<file path="config.mk">
export PLATFORM = sky130hd
export DESIGN_NAME = ltc_regs
export DESIGN_NICKNAME = d
export VERILOG_FILES = /design/src/ltc_pkg.sv /design/src/ltc_regs.sv
export SDC_FILE = /design/constraint.sdc
export NUM_CORES = 1
export LEC_CHECK = 0
export BUFFER_PORTS_ARGS = -buffer_cell sky130_fd_sc_hd__buf_2
export CORE_ASPECT_RATIO = 0.6
export CORE_UTILIZATION = 55
export CTS_BUF_LIST = sky130_fd_sc_hd__clkbuf_4 sky130_fd_sc_hd__clkbuf_8
export DETAILED_ROUTE_END_ITERATION = 7
export GPL_ROUTABILITY_DRIVEN = 0
export HOLD_SLACK_MARGIN = 0.03
export PLACE_DENSITY = 0.8
export SYNTH_ARGS = -nofsm -noshare
export SYNTH_HDL_FRONTEND = slang
export SYNTH_SLANG_ARGS = --single-unit
</file>
<file path="constraint.sdc">
create_clock -name SYS_CLK -period 3.3 [get_ports SYS_CLK]
set_input_delay 0.33 -clock SYS_CLK [delete_from_list [all_inputs] [get_ports SYS_CLK]]
set_output_delay 0.33 -clock SYS_CLK [all_outputs]
set_load 0.005 [all_outputs]
</file>
<file path="src/ltc_pkg.sv">
// Constants, field layouts and carrier types of the loop tuning registers
// Summary of operation
// - Resonant: lagging phase gets longer start delay
// - Full bridge: lagging phase gets wider pulse width
// - Integral gain bits 13:7, proportional 6:0
// - Feed-forward constant 42:24, used only when resonant
// - Start correction only above duty threshold
// - Soft-start clamp is 2mV times (63 - field)
// - Soft-start clamp replaces normal clamp only while ramping
// - Bit 18 picks sequential or shuffled phase order
// - Bit 8 stores extra pulse requests, fires later
// - Signed trim in VID steps added to setpoint
// - Trim applies only in the PMBus control domain
package ltc_pkg;

    // ------------------------------------------------------------------
    // Command codes
    // ------------------------------------------------------------------
    localparam logic [7:0]  CMD_SHARE_GAINS   = 8'hF7;
    localparam logic [7:0]  CMD_FEED_FORWARD  = 8'hF9;
    localparam logic [7:0]  CMD_VOUT_TRIM     = 8'hFA;

    // ------------------------------------------------------------------
    // Field positions
    // ------------------------------------------------------------------
    localparam int          INTEG_HI          = 13;
    localparam int          INTEG_LO          = 7;
    localparam int          PROP_HI           = 6;
    localparam int          PROP_LO           = 0;
    localparam int          FF_CONST_HI       = 42;
    localparam int          FF_CONST_LO       = 24;
    localparam int          DUTY_HI           = 23;
    localparam int          DUTY_LO           = 19;
    localparam int          PH_ORDER_BIT      = 18;
    localparam int          SS_CLAMP_HI       = 15;
    localparam int          SS_CLAMP_LO       = 10;
    localparam int          PULSE_MEM_BIT     = 8;
    localparam int          FF_GAIN_HI        = 7;
    localparam int          FF_GAIN_LO        = 0;

    // Implemented bits of the share and feed-forward registers; the rest read as zero
    localparam logic [15:0] SHARE_MASK        = 16'h3FFF;
    localparam logic [47:0] FF_MASK           = 48'h07FF_FFFF_FFFF;

    // ------------------------------------------------------------------
    // Reset values
    // ------------------------------------------------------------------
    localparam logic [15:0] SHARE_RESET       = 16'h0000;
    localparam logic [47:0] FF_RESET          = 48'h0000_0003_0201;
    localparam logic [7:0]  TRIM_RESET        = 8'h00;

    // ------------------------------------------------------------------
    // Derived numbers
    // ------------------------------------------------------------------
    localparam int          PHASES            = 6;
    localparam logic [7:0]  SS_CLAMP_BASE     = 8'h3F;
    localparam logic [3:0]  PEND_MAX          = 4'hF;
    localparam logic [11:0] VID_MAX           = 12'h3FF;

    // Host command from the PMBus front end
    typedef struct packed {
        logic        wr;
        logic        rd;
        logic [7:0]  code;
        logic [47:0] data;
    } ltc_req_t;

    // Per-phase share corrections handed to the modulator
    typedef struct packed {
        logic [PHASES-1:0] start_delay_inc;
        logic [PHASES-1:0] width_inc;
    } ltc_corr_t;

endpackage : ltc_pkg

</file>
<file path="src/ltc_regs.sv">
// Loop tuning register bank with its share, clamp, pulse and trim logic
`timescale 1ns/10ps
module ltc_regs (
    input  wire logic               SYS_CLK,
    input  wire logic               RST_B,
    input  wire logic               CE,
    input  wire ltc_pkg::ltc_req_t  REQ,
    output      logic               ACK,
    output      logic               NACK,
    output      logic [47:0]        RD_DATA,
    input  wire logic               LOOP_TICK,
    input  wire logic               TOPO_RESONANT,
    input  wire logic [5:0]         PHASE_LOW,
    input  wire logic [7:0]         DUTY_NOW,
    input  wire logic [2:0]         DUTY_PARAM_LOW,
    input  wire logic               SOFTSTART,
    input  wire logic [7:0]         NORMAL_CLAMP,
    input  wire logic               PMBUS_DOMAIN,
    input  wire logic [9:0]         VOUT_COMMAND,
    input  wire logic               OSC_PULSE_REQ,
    input  wire logic               PULSE_BUSY,
    output      ltc_pkg::ltc_corr_t CORR,
    output      logic [6:0]         INTEG_GAIN,
    output      logic [6:0]         PROP_GAIN,
    output      logic [18:0]        FF_CONST,
    output      logic [7:0]         FF_GAIN,
    output      logic [7:0]         ERR_CLAMP,
    output      logic               PHASE_SEQUENTIAL,
    output      logic               PULSE_FIRE,
    output      logic [9:0]         VOUT_TARGET
);
    import ltc_pkg::*;

    // ------------------------------------------------------------------
    // Storage
    // ------------------------------------------------------------------
    logic [15:0]  share_sh_r;     // Last written, shown on readback
    logic [47:0]  ff_sh_r;
    logic [7:0]   trim_sh_r;
    logic [15:0]  share_act_r;    // Copy the loop actually uses
    logic [47:0]  ff_act_r;
    logic [7:0]   trim_act_r;
    logic [3:0]   pend_r;
    logic [3:0]   pend_nxt;
    logic         fire_nxt;
    logic [7:0]   duty_thr;
    logic         duty_ok;
    logic [5:0]   ss_field;
    logic [7:0]   ss_clamp;
    logic signed [11:0] trim_sum;
    logic [PHASES-1:0] delay_nxt;  // Next start-delay flags, one a phase
    logic [PHASES-1:0] width_nxt;  // Next width flags, one a phase

    // Decode a command code into a known register
    function automatic logic code_known(input logic [7:0] c);
        code_known = (c == CMD_SHARE_GAINS) || (c == CMD_FEED_FORWARD) ||
                     (c == CMD_VOUT_TRIM);
    endfunction : code_known

    // ------------------------------------------------------------------
    // Host writes
    // ------------------------------------------------------------------
    // Reserved enable bits are stored as written; the device does not
    // force them, so a bad host value reads back unchanged
    always_ff @(posedge SYS_CLK or negedge RST_B) begin
        if (!RST_B) begin
            share_sh_r <= SHARE_RESET;
            ff_sh_r    <= FF_RESET;
            trim_sh_r  <= TRIM_RESET;
        end else if (CE && REQ.wr) begin
            case (REQ.code)
                CMD_SHARE_GAINS: begin
                    share_sh_r <= REQ.data[15:0] & SHARE_MASK;
                end
                CMD_FEED_FORWARD: begin
                    ff_sh_r <= REQ.data & FF_MASK;
                end
                CMD_VOUT_TRIM: begin
                    trim_sh_r <= REQ.data[7:0];
                end
                default: ;
            endcase
        end
    end

    // Readback and acknowledge; unknown codes are refused with NACK
    always_ff @(posedge SYS_CLK or negedge RST_B) begin
        if (!RST_B) begin
            ACK     <= 1'b0;
            NACK    <= 1'b0;
            RD_DATA <= 48'h0000_0000_0000;
        end else if (CE) begin
            ACK  <= (REQ.wr || REQ.rd) && code_known(REQ.code);
            NACK <= (REQ.wr || REQ.rd) && !code_known(REQ.code);
            if (REQ.rd) begin
                case (REQ.code)
                    CMD_SHARE_GAINS: begin
                        RD_DATA <= {32'h0000_0000, share_sh_r};
                    end
                    CMD_FEED_FORWARD: begin
                        RD_DATA <= ff_sh_r;
                    end
                    CMD_VOUT_TRIM: begin
                        RD_DATA <= {40'h00_0000_0000, trim_sh_r};
                    end
                    default: begin
                        RD_DATA <= 48'h0000_0000_0000;
                    end
                endcase
            end
        end
    end

    // ------------------------------------------------------------------
    // Loop update
    // ------------------------------------------------------------------
    // Values move to the loop only on its tick, so a half-written set of
    // gains never disturbs a running cycle
    always_ff @(posedge SYS_CLK or negedge RST_B) begin
        if (!RST_B) begin
            share_act_r <= SHARE_RESET;
            ff_act_r    <= FF_RESET;
            trim_act_r  <= TRIM_RESET;
        end else if (CE && LOOP_TICK) begin
            share_act_r <= share_sh_r;
            ff_act_r    <= ff_sh_r;
            trim_act_r  <= trim_sh_r;
        end
    end

    // ------------------------------------------------------------------
    // Current sharing corrections
    // ------------------------------------------------------------------
    // Full threshold joins the upper field and the separate low bits
    always_comb begin
        duty_thr = {ff_act_r[DUTY_HI:DUTY_LO], DUTY_PARAM_LOW};
        duty_ok  = (duty_thr != 8'h00) && (DUTY_NOW > duty_thr);
    end

    // One correction flag per phase, steered by topology
    genvar gp;
    generate
        for (gp = 0; gp < PHASES; gp++) begin : g_phase
            assign delay_nxt[gp] = TOPO_RESONANT && duty_ok &&
                (share_act_r[INTEG_HI:INTEG_LO] != 7'h00) &&
                PHASE_LOW[gp];
            assign width_nxt[gp] = !TOPO_RESONANT &&
                (share_act_r[PROP_HI:PROP_LO] != 7'h00) &&
                PHASE_LOW[gp];
        end
    endgenerate

    // One register for the whole output keeps it to a single driver
    always_ff @(posedge SYS_CLK or negedge RST_B) begin
        if (!RST_B) begin
            CORR <= '0;
        end else if (CE) begin
            CORR.start_delay_inc <= delay_nxt;
            CORR.width_inc       <= width_nxt;
        end
    end

    // Gain and feed-forward outputs
    always_ff @(posedge SYS_CLK or negedge RST_B) begin
        if (!RST_B) begin
            INTEG_GAIN       <= 7'h00;
            PROP_GAIN        <= 7'h00;
            FF_CONST         <= 19'h00000;
            FF_GAIN          <= 8'h00;
            PHASE_SEQUENTIAL <= 1'b0;
        end else if (CE) begin
            INTEG_GAIN <= share_act_r[INTEG_HI:INTEG_LO];
            PROP_GAIN  <= share_act_r[PROP_HI:PROP_LO];
            // Constant means nothing to a full bridge, so it is held off
            FF_CONST   <= TOPO_RESONANT ?
                          ff_act_r[FF_CONST_HI:FF_CONST_LO] : 19'h00000;
            FF_GAIN    <= ff_act_r[FF_GAIN_HI:FF_GAIN_LO];
            PHASE_SEQUENTIAL <= ff_act_r[PH_ORDER_BIT];
        end
    end

    // ------------------------------------------------------------------
    // Error clamp
    // ------------------------------------------------------------------
    always_comb begin
        ss_field = ff_act_r[SS_CLAMP_HI:SS_CLAMP_LO];
        ss_clamp = (SS_CLAMP_BASE - {2'b00, ss_field}) << 1;
    end

    always_ff @(posedge SYS_CLK or negedge RST_B) begin
        if (!RST_B) begin
            ERR_CLAMP <= 8'h00;
        end else if (CE) begin
            if (SOFTSTART && (ss_field != 6'h00)) begin
                ERR_CLAMP <= ss_clamp;
            end else begin
                ERR_CLAMP <= NORMAL_CLAMP;
            end
        end
    end

    // ------------------------------------------------------------------
    // Pulse memory
    // ------------------------------------------------------------------
    // A fire is spaced by one cycle so the busy input can rise first;
    // the count saturates and extra requests beyond it are lost
    always_comb begin
        fire_nxt = !PULSE_BUSY && !PULSE_FIRE &&
                   ((pend_r != 4'h0) || OSC_PULSE_REQ);
        pend_nxt = pend_r;
        if (OSC_PULSE_REQ && ff_act_r[PULSE_MEM_BIT] &&
            (PULSE_BUSY || PULSE_FIRE || (pend_r != 4'h0)) &&
            (pend_r != PEND_MAX)) begin
            pend_nxt = pend_nxt + 4'h1;
        end
        if (fire_nxt && (pend_r != 4'h0)) begin
            pend_nxt = pend_nxt - 4'h1;
        end
    end

    always_ff @(posedge SYS_CLK or negedge RST_B) begin
        if (!RST_B) begin
            pend_r     <= 4'h0;
            PULSE_FIRE <= 1'b0;
        end else if (CE) begin
            pend_r     <= pend_nxt;
            PULSE_FIRE <= fire_nxt;
        end
    end

    // ------------------------------------------------------------------
    // Output voltage trim
    // ------------------------------------------------------------------
    // Saturate at the VID code range instead of wrapping round
    always_comb begin
        trim_sum = $signed({2'b00, VOUT_COMMAND}) +
                   $signed({{4{trim_act_r[7]}}, trim_act_r});
    end

    always_ff @(posedge SYS_CLK or negedge RST_B) begin
        if (!RST_B) begin
            VOUT_TARGET <= 10'h000;
        end else if (CE) begin
            if (!PMBUS_DOMAIN) begin
                VOUT_TARGET <= VOUT_COMMAND;
            end else if (trim_sum < 0) begin
                VOUT_TARGET <= 10'h000;
            end else if (trim_sum > $signed(VID_MAX)) begin
                VOUT_TARGET <= 10'h3FF;
            end else begin
                VOUT_TARGET <= trim_sum[9:0];
            end
        end
    end
endmodule : ltc_regs
</file>
==> results of run 1 <==
==> layout make-up <==
class	instances	area (µm²)	area share
well taps	266	333	0.0252
multi-input cells	569	4250	0.322
repair buffers	245	1390	0.105
flip-flops and latches	249	6240	0.472
clock inverters	6	57.6	0.00435
inverters	51	191	0.0145
diodes	1	2.50	0.000189
clock buffers	61	758	0.0573
==> worst paths after layout <==
| check | start | to | slack [ns] |
|---|---|---|---|
| setup / recovery | trim_act_r[0] | VOUT_TARGET[8] | 0.61 |
| hold / removal | REQ[26] | ff_sh_r[26] | 0.05 |
| setup reg to reg | trim_act_r[0] | VOUT_TARGET[8] | 0.61 |
| hold reg to reg | ERR_CLAMP[5] | ERR_CLAMP[5] | 0.48 |
| max in group asynchronous | RST_B | ff_sh_r[17] | 1.99 |
| min in group asynchronous | RST_B | VOUT_TARGET[9] | 0.43 |
==> state kept, by name, summed over array words and instances, names as in the netlist, 4 cells and up <==
name         count
CORR            12
VOUT_TARGET     10
ERR_CLAMP        8
FF_GAIN          8
pend_r           4
PROP_GAIN        7
ff_act_r        40
ff_sh_r         43
RD_DATA         43
share_sh_r      14
trim_act_r       8
trim_sh_r        8
share_act_r     14
INTEG_GAIN       7
FF_CONST        19
==> cell usage in the layout, fill, tap and decap left out, types with 3 or more instances in the layout <==
cell type | netlist | routed
o2bb2ai_1 | 13 | 13
mux2_1 | 53 | 53
dfstp_2 | 5 | 5
dlygate4sd3_1 | 0 | 14
a2bb2oi_1 | 7 | 7
a21o_1 | 8 | 8
o21ai_1 | 5 | 5
dfrtp_1 | 244 | 244
o21ai_0 | 77 | 77
ha_1 | 22 | 22
nand3b_1 | 3 | 3
a211oi_1 | 4 | 4
or3_1 | 3 | 3
a221oi_1 | 3 | 3
clkinv_2 | 0 | 4
o211ai_1 | 3 | 3
buf_4 | 5 | 15
a22oi_1 | 6 | 6
inv_1 | 51 | 51
clkbuf_4 | 0 | 13
nor3_1 | 6 | 6
mux2_2 | 100 | 100
clkbuf_8 | 0 | 48
buf_12 | 0 | 3
nand2_1 | 92 | 90
nor4_1 | 6 | 6
nor2_1 | 25 | 25
xor2_1 | 3 | 3
a21oi_1 | 26 | 26
a2111oi_0 | 3 | 3
xnor2_1 | 6 | 6
nand2b_1 | 9 | 9
a222oi_1 | 8 | 8
and3_1 | 8 | 8
nor3b_1 | 3 | 3
nand3_1 | 27 | 27
buf_2 | 8 | 212
conb_1 | 1 | 5
==> logic make-up after synthesis <==
group,count (synthesis)
AO/OA/AOI/OAI,179
XOR/XNOR,9
flip-flops,249
adder cells (fa/ha/maj),23
multiplexers,155
other,1
AND/OR/NAND/NOR,198
buffers and inverters,102
==> where the power goes <==
| part | switching, W | internal, W |
|---|---|---|
| Combinational | 0.000385 | 0.000326 |
| Sequential | 0.000120 | 0.00317 |
| Clock | 0.00115 | 0.00153 |
==> routing by layer <==
metal  up-vias  wire length (µm)  GRT usage
li1       3717                 -          -
met1      3871             12900      0.419
met2       280             11600      0.396
met3        23              2260     0.0795
met4         4               274     0.0478
met5         -                27          0
==> stage by stage <==
step	hold slack (ns)	worst slack, ns	util
3_3_place_gp	0.413	0.729	0.638
4_1_cts	0.0308	0.671	0.686
6_report	0.0500	0.609	0.688
3_5_place_dp	0.413	0.626	0.638
2_1_floorplan	0.0344	0.984	-
5_1_grt	0.0356	0.402	0.688
==> critical path: stages, from the launching register on <==
cell and delay [ns]:
dfrtp_1 0.38, ha_1 0.21, inv_1 0.08, fa_1 0.17
nand2b_1 0.19, a21oi_1 0.09, buf_4 0.15, o311ai_1 0.59
nand3_1 0.16, mux2_2 0.40, a31oi_1 0.19
==> reports/qor.yml, run 1 <==
outcome:
  status: "completed"
logic_synthesis:
  dominantRegCellSynth: "dfrtp_1"
  yosysSeqAreaShare: 0.573
  synth_top_area_cell: "dfrtp_1"
  synth_top_area_share: 0.561
  syn_inst: 916
  synthArstFlopShare: 1.00
  synthSimpleGateAreaFrac: 0.0880
  synth_area_leaders: "dfrtp_1 56%, mux2_2 10%, mux2_1 5.5%, o21ai_0 3.5%, nand2_1 3.2%"
  yosys_warnings: 0
  synth_edf_count: 0
  synth_top_family_by_area: "multiplexers"
  ys_types: 63
  syn-cell-area_um2: 10900
  synthTopCellsByCount: "244 x dfrtp_1, 100 x mux2_2, 92 x nand2_1"
  synth-compound-area-share: 0.106
  synth.avg_cell_area_um2: 11.9
  muxShareOfSynthArea: 0.161
  synth_fa_ha_area_frac: 0.0271
  ys_seq_elements: 249
  yosysMostFrequentCell: "dfrtp_1"
  synth-xor-area-share: 0.00724
grt:
  antenna_found_initial: 3
  grt_overflow: 0
  first_global_vias: 7964
  grt_use_total: 0.275
  grt_max_degree: 99
  grt_pass1_wl_um: 43500
floorplan:
  start_util: 0.566
  fp-row-count: 39
  die_x_um: 184
  ioPinCount: 225
  core_area_um2: 19200
  dieArea_um2: 20400
  die_h_um: 111
sta:
  fmax_mhz: 372
  rsz0062_at_grt: "false"
  setup_violations: 0
  period_needed_ns: 2.69
  fin_skew_ns: 0.0163
  maxSlewViolCount: 0
  timing.final.crit_share: 0.815
  worst_slew_pin_slew_ns: 0.866
  finalHoldViolations: 0
  tns_ns: 0
  timing.slew.headroom: 0.420
clock_tree:
  clockRootBuffer: "clkbuf_8"
  clk_pin_slew_ns: 0.07
  cts_setup_buffers: 0
  cts_max_path_buffers: 3
  cts_tree: "done"
  h-tree-depth: 2
  post_cts_resized: 0
  cts.sinks: 249
  clk_latency_ns: 0.50
  cts_buffers: 37
  ctsHoldBuffers: 11
worst_hold_path:
  hp-class: "in -> reg"
  hold_depth: 2
route:
  drt_first_pass_iters: 5
  drc_errors: 0
  routed_wl_um: 27100
  vias_per_cell: 5.45
  ant_nets: 0
  wl_per_cell_um: 18.7
  first_iter_violations: 650
  via_count: 7895
power_and_ir_drop:
  p_leak_nw: 6.91
  vdd_drop_max_mv: 0.308
  power_density_nw_per_um2: 506
  total_power_w: 0.00669
placement:
  place_inst: 1366
  dpl_cell_area_um2: 12300
  hpwl_um: 18700
  portBuffers: 214
cells_and_area:
  n_fill_cell: 1470
  fin_area_um2: 13200
  drive_gt1_frac: 0.352
  fin_cells: 1448
  fin_nets: 1278
  syn2layout_area_growth_pct: 21.4
setup_path:
  cp.required_ns: 3.72
  path_class: "reg -> reg"
  crit_path_max_fanout: 9
  start_kind: "flop"
  cp-end-kind: "flop"
  r2r_cells: 10
  crit_arrival_ns: 3.11
flow_run:
  maxCapViolCount: 0
(Power assumes the default switching activity.)
==> inputs of run 2 (changes only) <==
clock period = 2.5 ns   (was 3.3 ns; I/O delays follow)
==> run 2 against run 1 <==
Against the previous run:
- wire length grew 6.0%
- critical path type unchanged
- hold slack gained 0.0063 ns
- first-iteration DRC count shrank 14%
- combinational power grew 43%
- sequential cell count is the same
- setup slack lost 0.50 ns
- die area is the same
- critical path depth shrank 1
- cell area grew 3.4%
==> reports/qor.yml, run 2 (synthesis gave the netlist of run 1 again) <==
power_and_ir_drop:
  p_leak_nw: 7.09
  p_int_w: 0.00649
  vdd_drop_max_mv: 0.418
  seq_power_share: 0.498
  clkPwrFrac: 0.385
  power_density_nw_per_um2: 638
  swShare: 0.257
  p_sw_w: 0.00224
  comb_power_share: 0.117
sta:
  finalHoldViolations: 0
  timing.final.crit_share: 0.958
  maxSlewViolCount: 0
  fin_skew_ns: 0.0146
  tns_ns: 0
  worst_slew_pin_slew_ns: 0.741
  fmax_mhz: 418
  setup_violations: 0
  worst_slack_ns: 0.106
  rsz0062_at_grt: "true"
  timing.slew.headroom: 0.506
  period_needed_ns: 2.39
clock_tree:
  cts_setup_buffers: 0
  cts_max_path_buffers: 3
  h-tree-depth: 2
  clk_pin_slew_ns: 0.07
  cts_buffers: 37
  clockRootBuffer: "clkbuf_8"
  clk_latency_ns: 0.51
  cts_tree: "done"
  cts.sinks: 249
floorplan:
  fp-row-count: 39
  dieArea_um2: 20400
  ioPinCount: 225
  die_x_um: 184
  die_h_um: 111
  core_area_um2: 19200
  start_util: 0.566
route:
  drt_first_pass_iters: 5
  ant_nets: 0
  wl_per_cell_um: 19.2
  first_iter_violations: 561
  routed_wl_um: 28700
  drc_errors: 0
  via_count: 8275
  vias_per_cell: 5.54
setup_path:
  crit_path_max_fanout: 9
  worstPathCellList: "ha_1 -> inv_1 -> fa_1 -> nand2b_1 -> a21oi_2 -> o311ai_2 -> a21o_1 -> mux2_2 -> a31oi_1"
  cp-end-kind: "flop"
  crit_cells: 9
  path_class: "reg -> reg"
  path_buf_inv: 1
  reg2reg_slack_ns: 0.11
  start_kind: "flop"
  regToRegEndpoint: "VOUT_TARGET[8]"
  timing.rr.start: "trim_act_r[0]"
  slowest_delay_ns: 0.37
  cp.required_ns: 2.93
  crit_slowest_cell: "fa_1"
  critPathTopFamily: "compound AO/OA/AOI/OAI gates"
  r2r_cells: 9
  crit_arrival_ns: 2.82
cells_and_area:
  syn2layout_area_growth_pct: 25.6
  fin_area_um2: 13700
  top_regs: "RD_DATA x43, ff_sh_r x43, ff_act_r x40"
  mostFrequentLayoutCell: "dfrtp_1"
  fin_cells: 1495
  final_cell_mix: "243 x dfrtp_1, 212 x buf_2, 100 x mux2_2, 90 x nand2_1, 77 x o21ai_0"
  drive_gt1_frac: 0.349
  fin_nets: 1328
  final_core_util: 0.711
placement:
  portBuffers: 214
  preCtsSetupSlack_ns: 0.0458
  dpl_cell_area_um2: 12400
  hpwl_um: 19600
  place_inst: 1378
grt:
  grt_pass1_wl_um: 46400
  first_global_vias: 8499
  grt_use_total: 0.293
  grt_max_degree: 90
  grt_overflow: 0
  antenna_found_initial: 2
worst_hold_path:
  worstHoldEndpoint: "PULSE_FIRE"
  hp-class: "in -> reg"
  min-delay-start: "OSC_PULSE_REQ"
  hold_depth: 3
outcome:
  status: "completed"
flow_run:
  maxCapViolCount: 0
run 2: changes by cell type in the layout (fill, tap and decap cells not counted), sizes merged:
cell / change
buf: +12
bufinv: -1
clkbuf: -5
clkinv: +2
clkinvlp: +1
dlygate4sd3: +38
run 2: power groups by stage:
| stage | clock (W) | sequential (W) | combinational [W] |
|---|---|---|---|
| 4_1_cts | 0.00343 | 0.00434 | 0.00102 |
| 6_report | 0.00336 | 0.00435 | 0.00102 |
| 2_1_floorplan | 0 | 0.00437 | 0.000566 |
| 3_5_place_dp | 0 | 0.00442 | 0.000946 |
| 5_1_grt | 0.00361 | 0.00436 | 0.00113 |
| 3_3_place_gp | 0 | 0.00441 | 0.000912 |
run 2: routing by layer:
layer	vias to the layer above	wire, µm	global-route usage
met2	280	12500	0.436
met1	4143	13400	0.425
met5	-	17	0
met3	40	2310	0.0841
met4	2	429	0.0694
li1	3810	-	-
run 2: layout make-up:
cell class                 instances  area, µm²
antenna                            1       2.50
clock buffer                      56        708
clock inverter                     8       45.0
fill                            1409       5550
inverter                          51        191
multi-input combinational        569       4270
sequential                       249       6240
tap                              266        333
timing repair buffer             295       1880
run 2: through the flow:
| stage | hold slack [ns] | power [W] |
|---|---|---|
| after CTS | 0.0345 | 0.00879 |
| after global routing | 0.0375 | 0.00911 |
| after detailed placement | 0.307 | 0.00536 |
| after floorplan | -0.0456 | 0.00493 |
| after global placement | 0.308 | 0.00532 |
| final | 0.0563 | 0.00873 |
run 2: worst max path at each step:
stage / slack, ns / to / start
6_report: 0.11 / VOUT_TARGET[8] / trim_act_r[0]
5_1_grt: -0.02 / VOUT_TARGET[8] / trim_act_r[0]
4_1_cts: 0.04 / VOUT_TARGET[3] / trim_act_r[0]
3_5_place_dp: 0.05 / VOUT_TARGET[3] / VOUT_COMMAND[0]
3_3_place_gp: 0.13 / VOUT_TARGET[8] / trim_act_r[0]
2_1_floorplan: 0.18 / pend_r[2] / pend_r[0]
run 2: timing repair:
item,4_1_cts,5_1_grt
endpoints found under the hold margin,158,0
hold buffers,52,0
endpoints found under the setup margin,0,10
resized for setup,0,4
run 2: worst min-delay path, stage by stage:
cell and delay (ns):
buf_2 0.10, o211ai_1 0.10, o21ai_0 0.08
==> inputs of run 3 (changes only) <==
CTS_BUF_LIST = unset   (was sky130_fd_sc_hd__clkbuf_4 sky130_fd_sc_hd__clkbuf_8)
==> run 3 against run 2 <==
Against the previous run:
- via count rose by 0.81%
- sequential share of layout area is essentially flat
- non-clock buffer count is 2 higher
- maximum frequency is 0.17% higher
- combinational power up 4%
- critical path depth unchanged
- critical path type unchanged
- highest routed layer unchanged
==> reports/qor.yml, run 3 (synthesis gave the netlist of run 1 again) <==
setup_path:
  crit_path_max_fanout: 9
  path_class: "reg -> reg"
  crit_slowest_cell: "fa_1"
  cp.required_ns: 2.91
  slowest_delay_ns: 0.37
  worstPathCellList: "ha_1 -> inv_1 -> fa_1 -> nand2b_1 -> a21oi_2 -> o311ai_2 -> a21o_1 -> mux2_2 -> a2bb2oi_1"
  start_kind: "flop"
  crit_arrival_ns: 2.80
  cp-end-kind: "flop"
  r2r_cells: 9
outcome:
  status: "completed"
flow_run:
  maxCapViolCount: 0
clock_tree:
  clk_pin_slew_ns: 0.06
  clockRootBuffer: "clkbuf_16"
  cts_buffers: 23
  cts_max_path_buffers: 3
  cts_tree: "done"
  clk_latency_ns: 0.51
  cts.sinks: 249
  h-tree-depth: 1
grt:
  grt_overflow: 0
  grt_max_degree: 90
  first_global_vias: 8429
  grt_pass1_wl_um: 46100
  grt_use_total: 0.290
  antenna_found_initial: 2
cells_and_area:
  syn2layout_area_growth_pct: 25.6
  n_fill_cell: 1412
  fin_nets: 1316
  drive_gt1_frac: 0.335
  final_cell_mix: "243 x dfrtp_1, 212 x buf_2, 100 x mux2_2, 90 x nand2_1, 77 x o21ai_0"
  fin_area_um2: 13700
  top_regs: "RD_DATA x43, ff_sh_r x43, ff_act_r x40"
  mostFrequentLayoutCell: "dfrtp_1"
route:
  vias_per_cell: 5.66
  first_iter_violations: 569
  routed_wl_um: 28600
  wl_per_cell_um: 19.4
  ant_nets: 0
  via_count: 8342
  drc_errors: 0
  drt_first_pass_iters: 7
sta:
  timing.final.crit_share: 0.956
  period_needed_ns: 2.39
  worst_slew_pin_slew_ns: 0.677
  fin_skew_ns: 0.0183
  fmax_mhz: 418
  rsz0062_at_grt: "false"
  maxSlewViolCount: 0
  worst_slack_ns: 0.110
  tns_ns: 0
  finalHoldViolations: 0
  setup_violations: 0
  timing.slew.headroom: 0.537
floorplan:
  dieArea_um2: 20400
  ioPinCount: 225
  start_util: 0.566
  core_area_um2: 19200
  fp-row-count: 39
  die_x_um: 184
  die_h_um: 111
worst_hold_path:
  hp-class: "in -> reg"
  hold_depth: 3
power_and_ir_drop:
  power_density_nw_per_um2: 651
  p_leak_nw: 7.07
  vdd_drop_max_mv: 0.601
placement:
  portBuffers: 214
  hpwl_um: 19600
  dpl_cell_area_um2: 12400
  preCtsSetupSlack_ns: 0.0458
==> run 3: cell count changes in the layout (fill, tap and decap cells not counted) <==
cell        previous run  this run
clkinvlp_4             2         0
clkinv_4               0         1
buf_4                 25        27
inv_6                  0         1
bufinv_16              0         2
clkbuf_8              46         2
clkbuf_4              10         0
clkinv_2               6        10
clkbuf_16              0        23
clkbuf_1               0         3
==> run 3: worst paths after layout <==
path                                    start  slack [ns]              to
worst max-delay path            trim_act_r[0]        0.11  VOUT_TARGET[3]
worst min-delay path             PHASE_LOW[4]        0.05        CORR[10]
worst max register to register  trim_act_r[0]        0.11  VOUT_TARGET[3]
worst min register to register    RD_DATA[17]        0.47     RD_DATA[17]
max in group asynchronous               RST_B        1.36     ff_sh_r[16]
min in group asynchronous               RST_B        0.35       pend_r[3]
==> run 3: report_power, final <==
group          total [W]  switching (W)  leakage [nW]  internal [W]
Sequential       0.00434       0.000151          3.40       0.00419
Combinational    0.00106       0.000561          3.29      0.000503
Clock            0.00350        0.00153         0.377       0.00197
==> run 3: per-stage QoR <==
| step | cells | hold slack [ns] | util | total power [W] |
|---|---|---|---|---|
| final | 1475 | 0.0462 | 0.712 | 0.00891 |
| after global routing | 1475 | 0.0423 | 0.712 | 0.00923 |
| after CTS | 1472 | 0.0327 | 0.710 | 0.00891 |
| after detailed placement | 1378 | 0.307 | 0.644 | 0.00536 |
| after global placement | 1378 | 0.308 | 0.644 | 0.00532 |
| after floorplan | 920 | -0.0456 | - | 0.00493 |
==> run 3: worst max-delay path: cells and delay by family, from the launching register on <==
kind                     cells  cell delay, ns
multiplexers                 1            0.37
adder cells (fa/ha/maj)      2            0.56
buffers and inverters        1            0.06
AND/OR/NAND/NOR              1            0.18
AO/OA/AOI/OAI                4            0.78
flip-flops                   1            0.36
==> run 3: routing by layer <==
metal,vias to the layer above,wire [µm],global-route usage
met2,324,12400,0.428
met4,2,634,0.0706
met5,-,17,0
met1,4170,13200,0.426
li1,3792,-,-
met3,54,2360,0.0808
==> run 3: area by class of cell <==
cell class / instances / area [µm²] / share of cell area
sequential: 249 / 6240 / 0.456
multi-input combinational: 569 / 4270 / 0.312
timing repair buffer: 297 / 1900 / 0.139
clock buffer: 28 / 614 / 0.0449
tap: 266 / 333 / 0.0243
inverter: 51 / 191 / 0.0140
clock inverter: 14 / 128 / 0.00933
antenna: 1 / 2.50 / 0.000183
==> run 3: timing repair <==
item | 4_1_cts | 5_1_grt
hold buffers | 52 | 0
hold endpoints to repair | 155 | 0
gates resized for setup | 0 | 4
endpoints found under the setup margin | 0 | 10
buffers inserted | 0 | 2
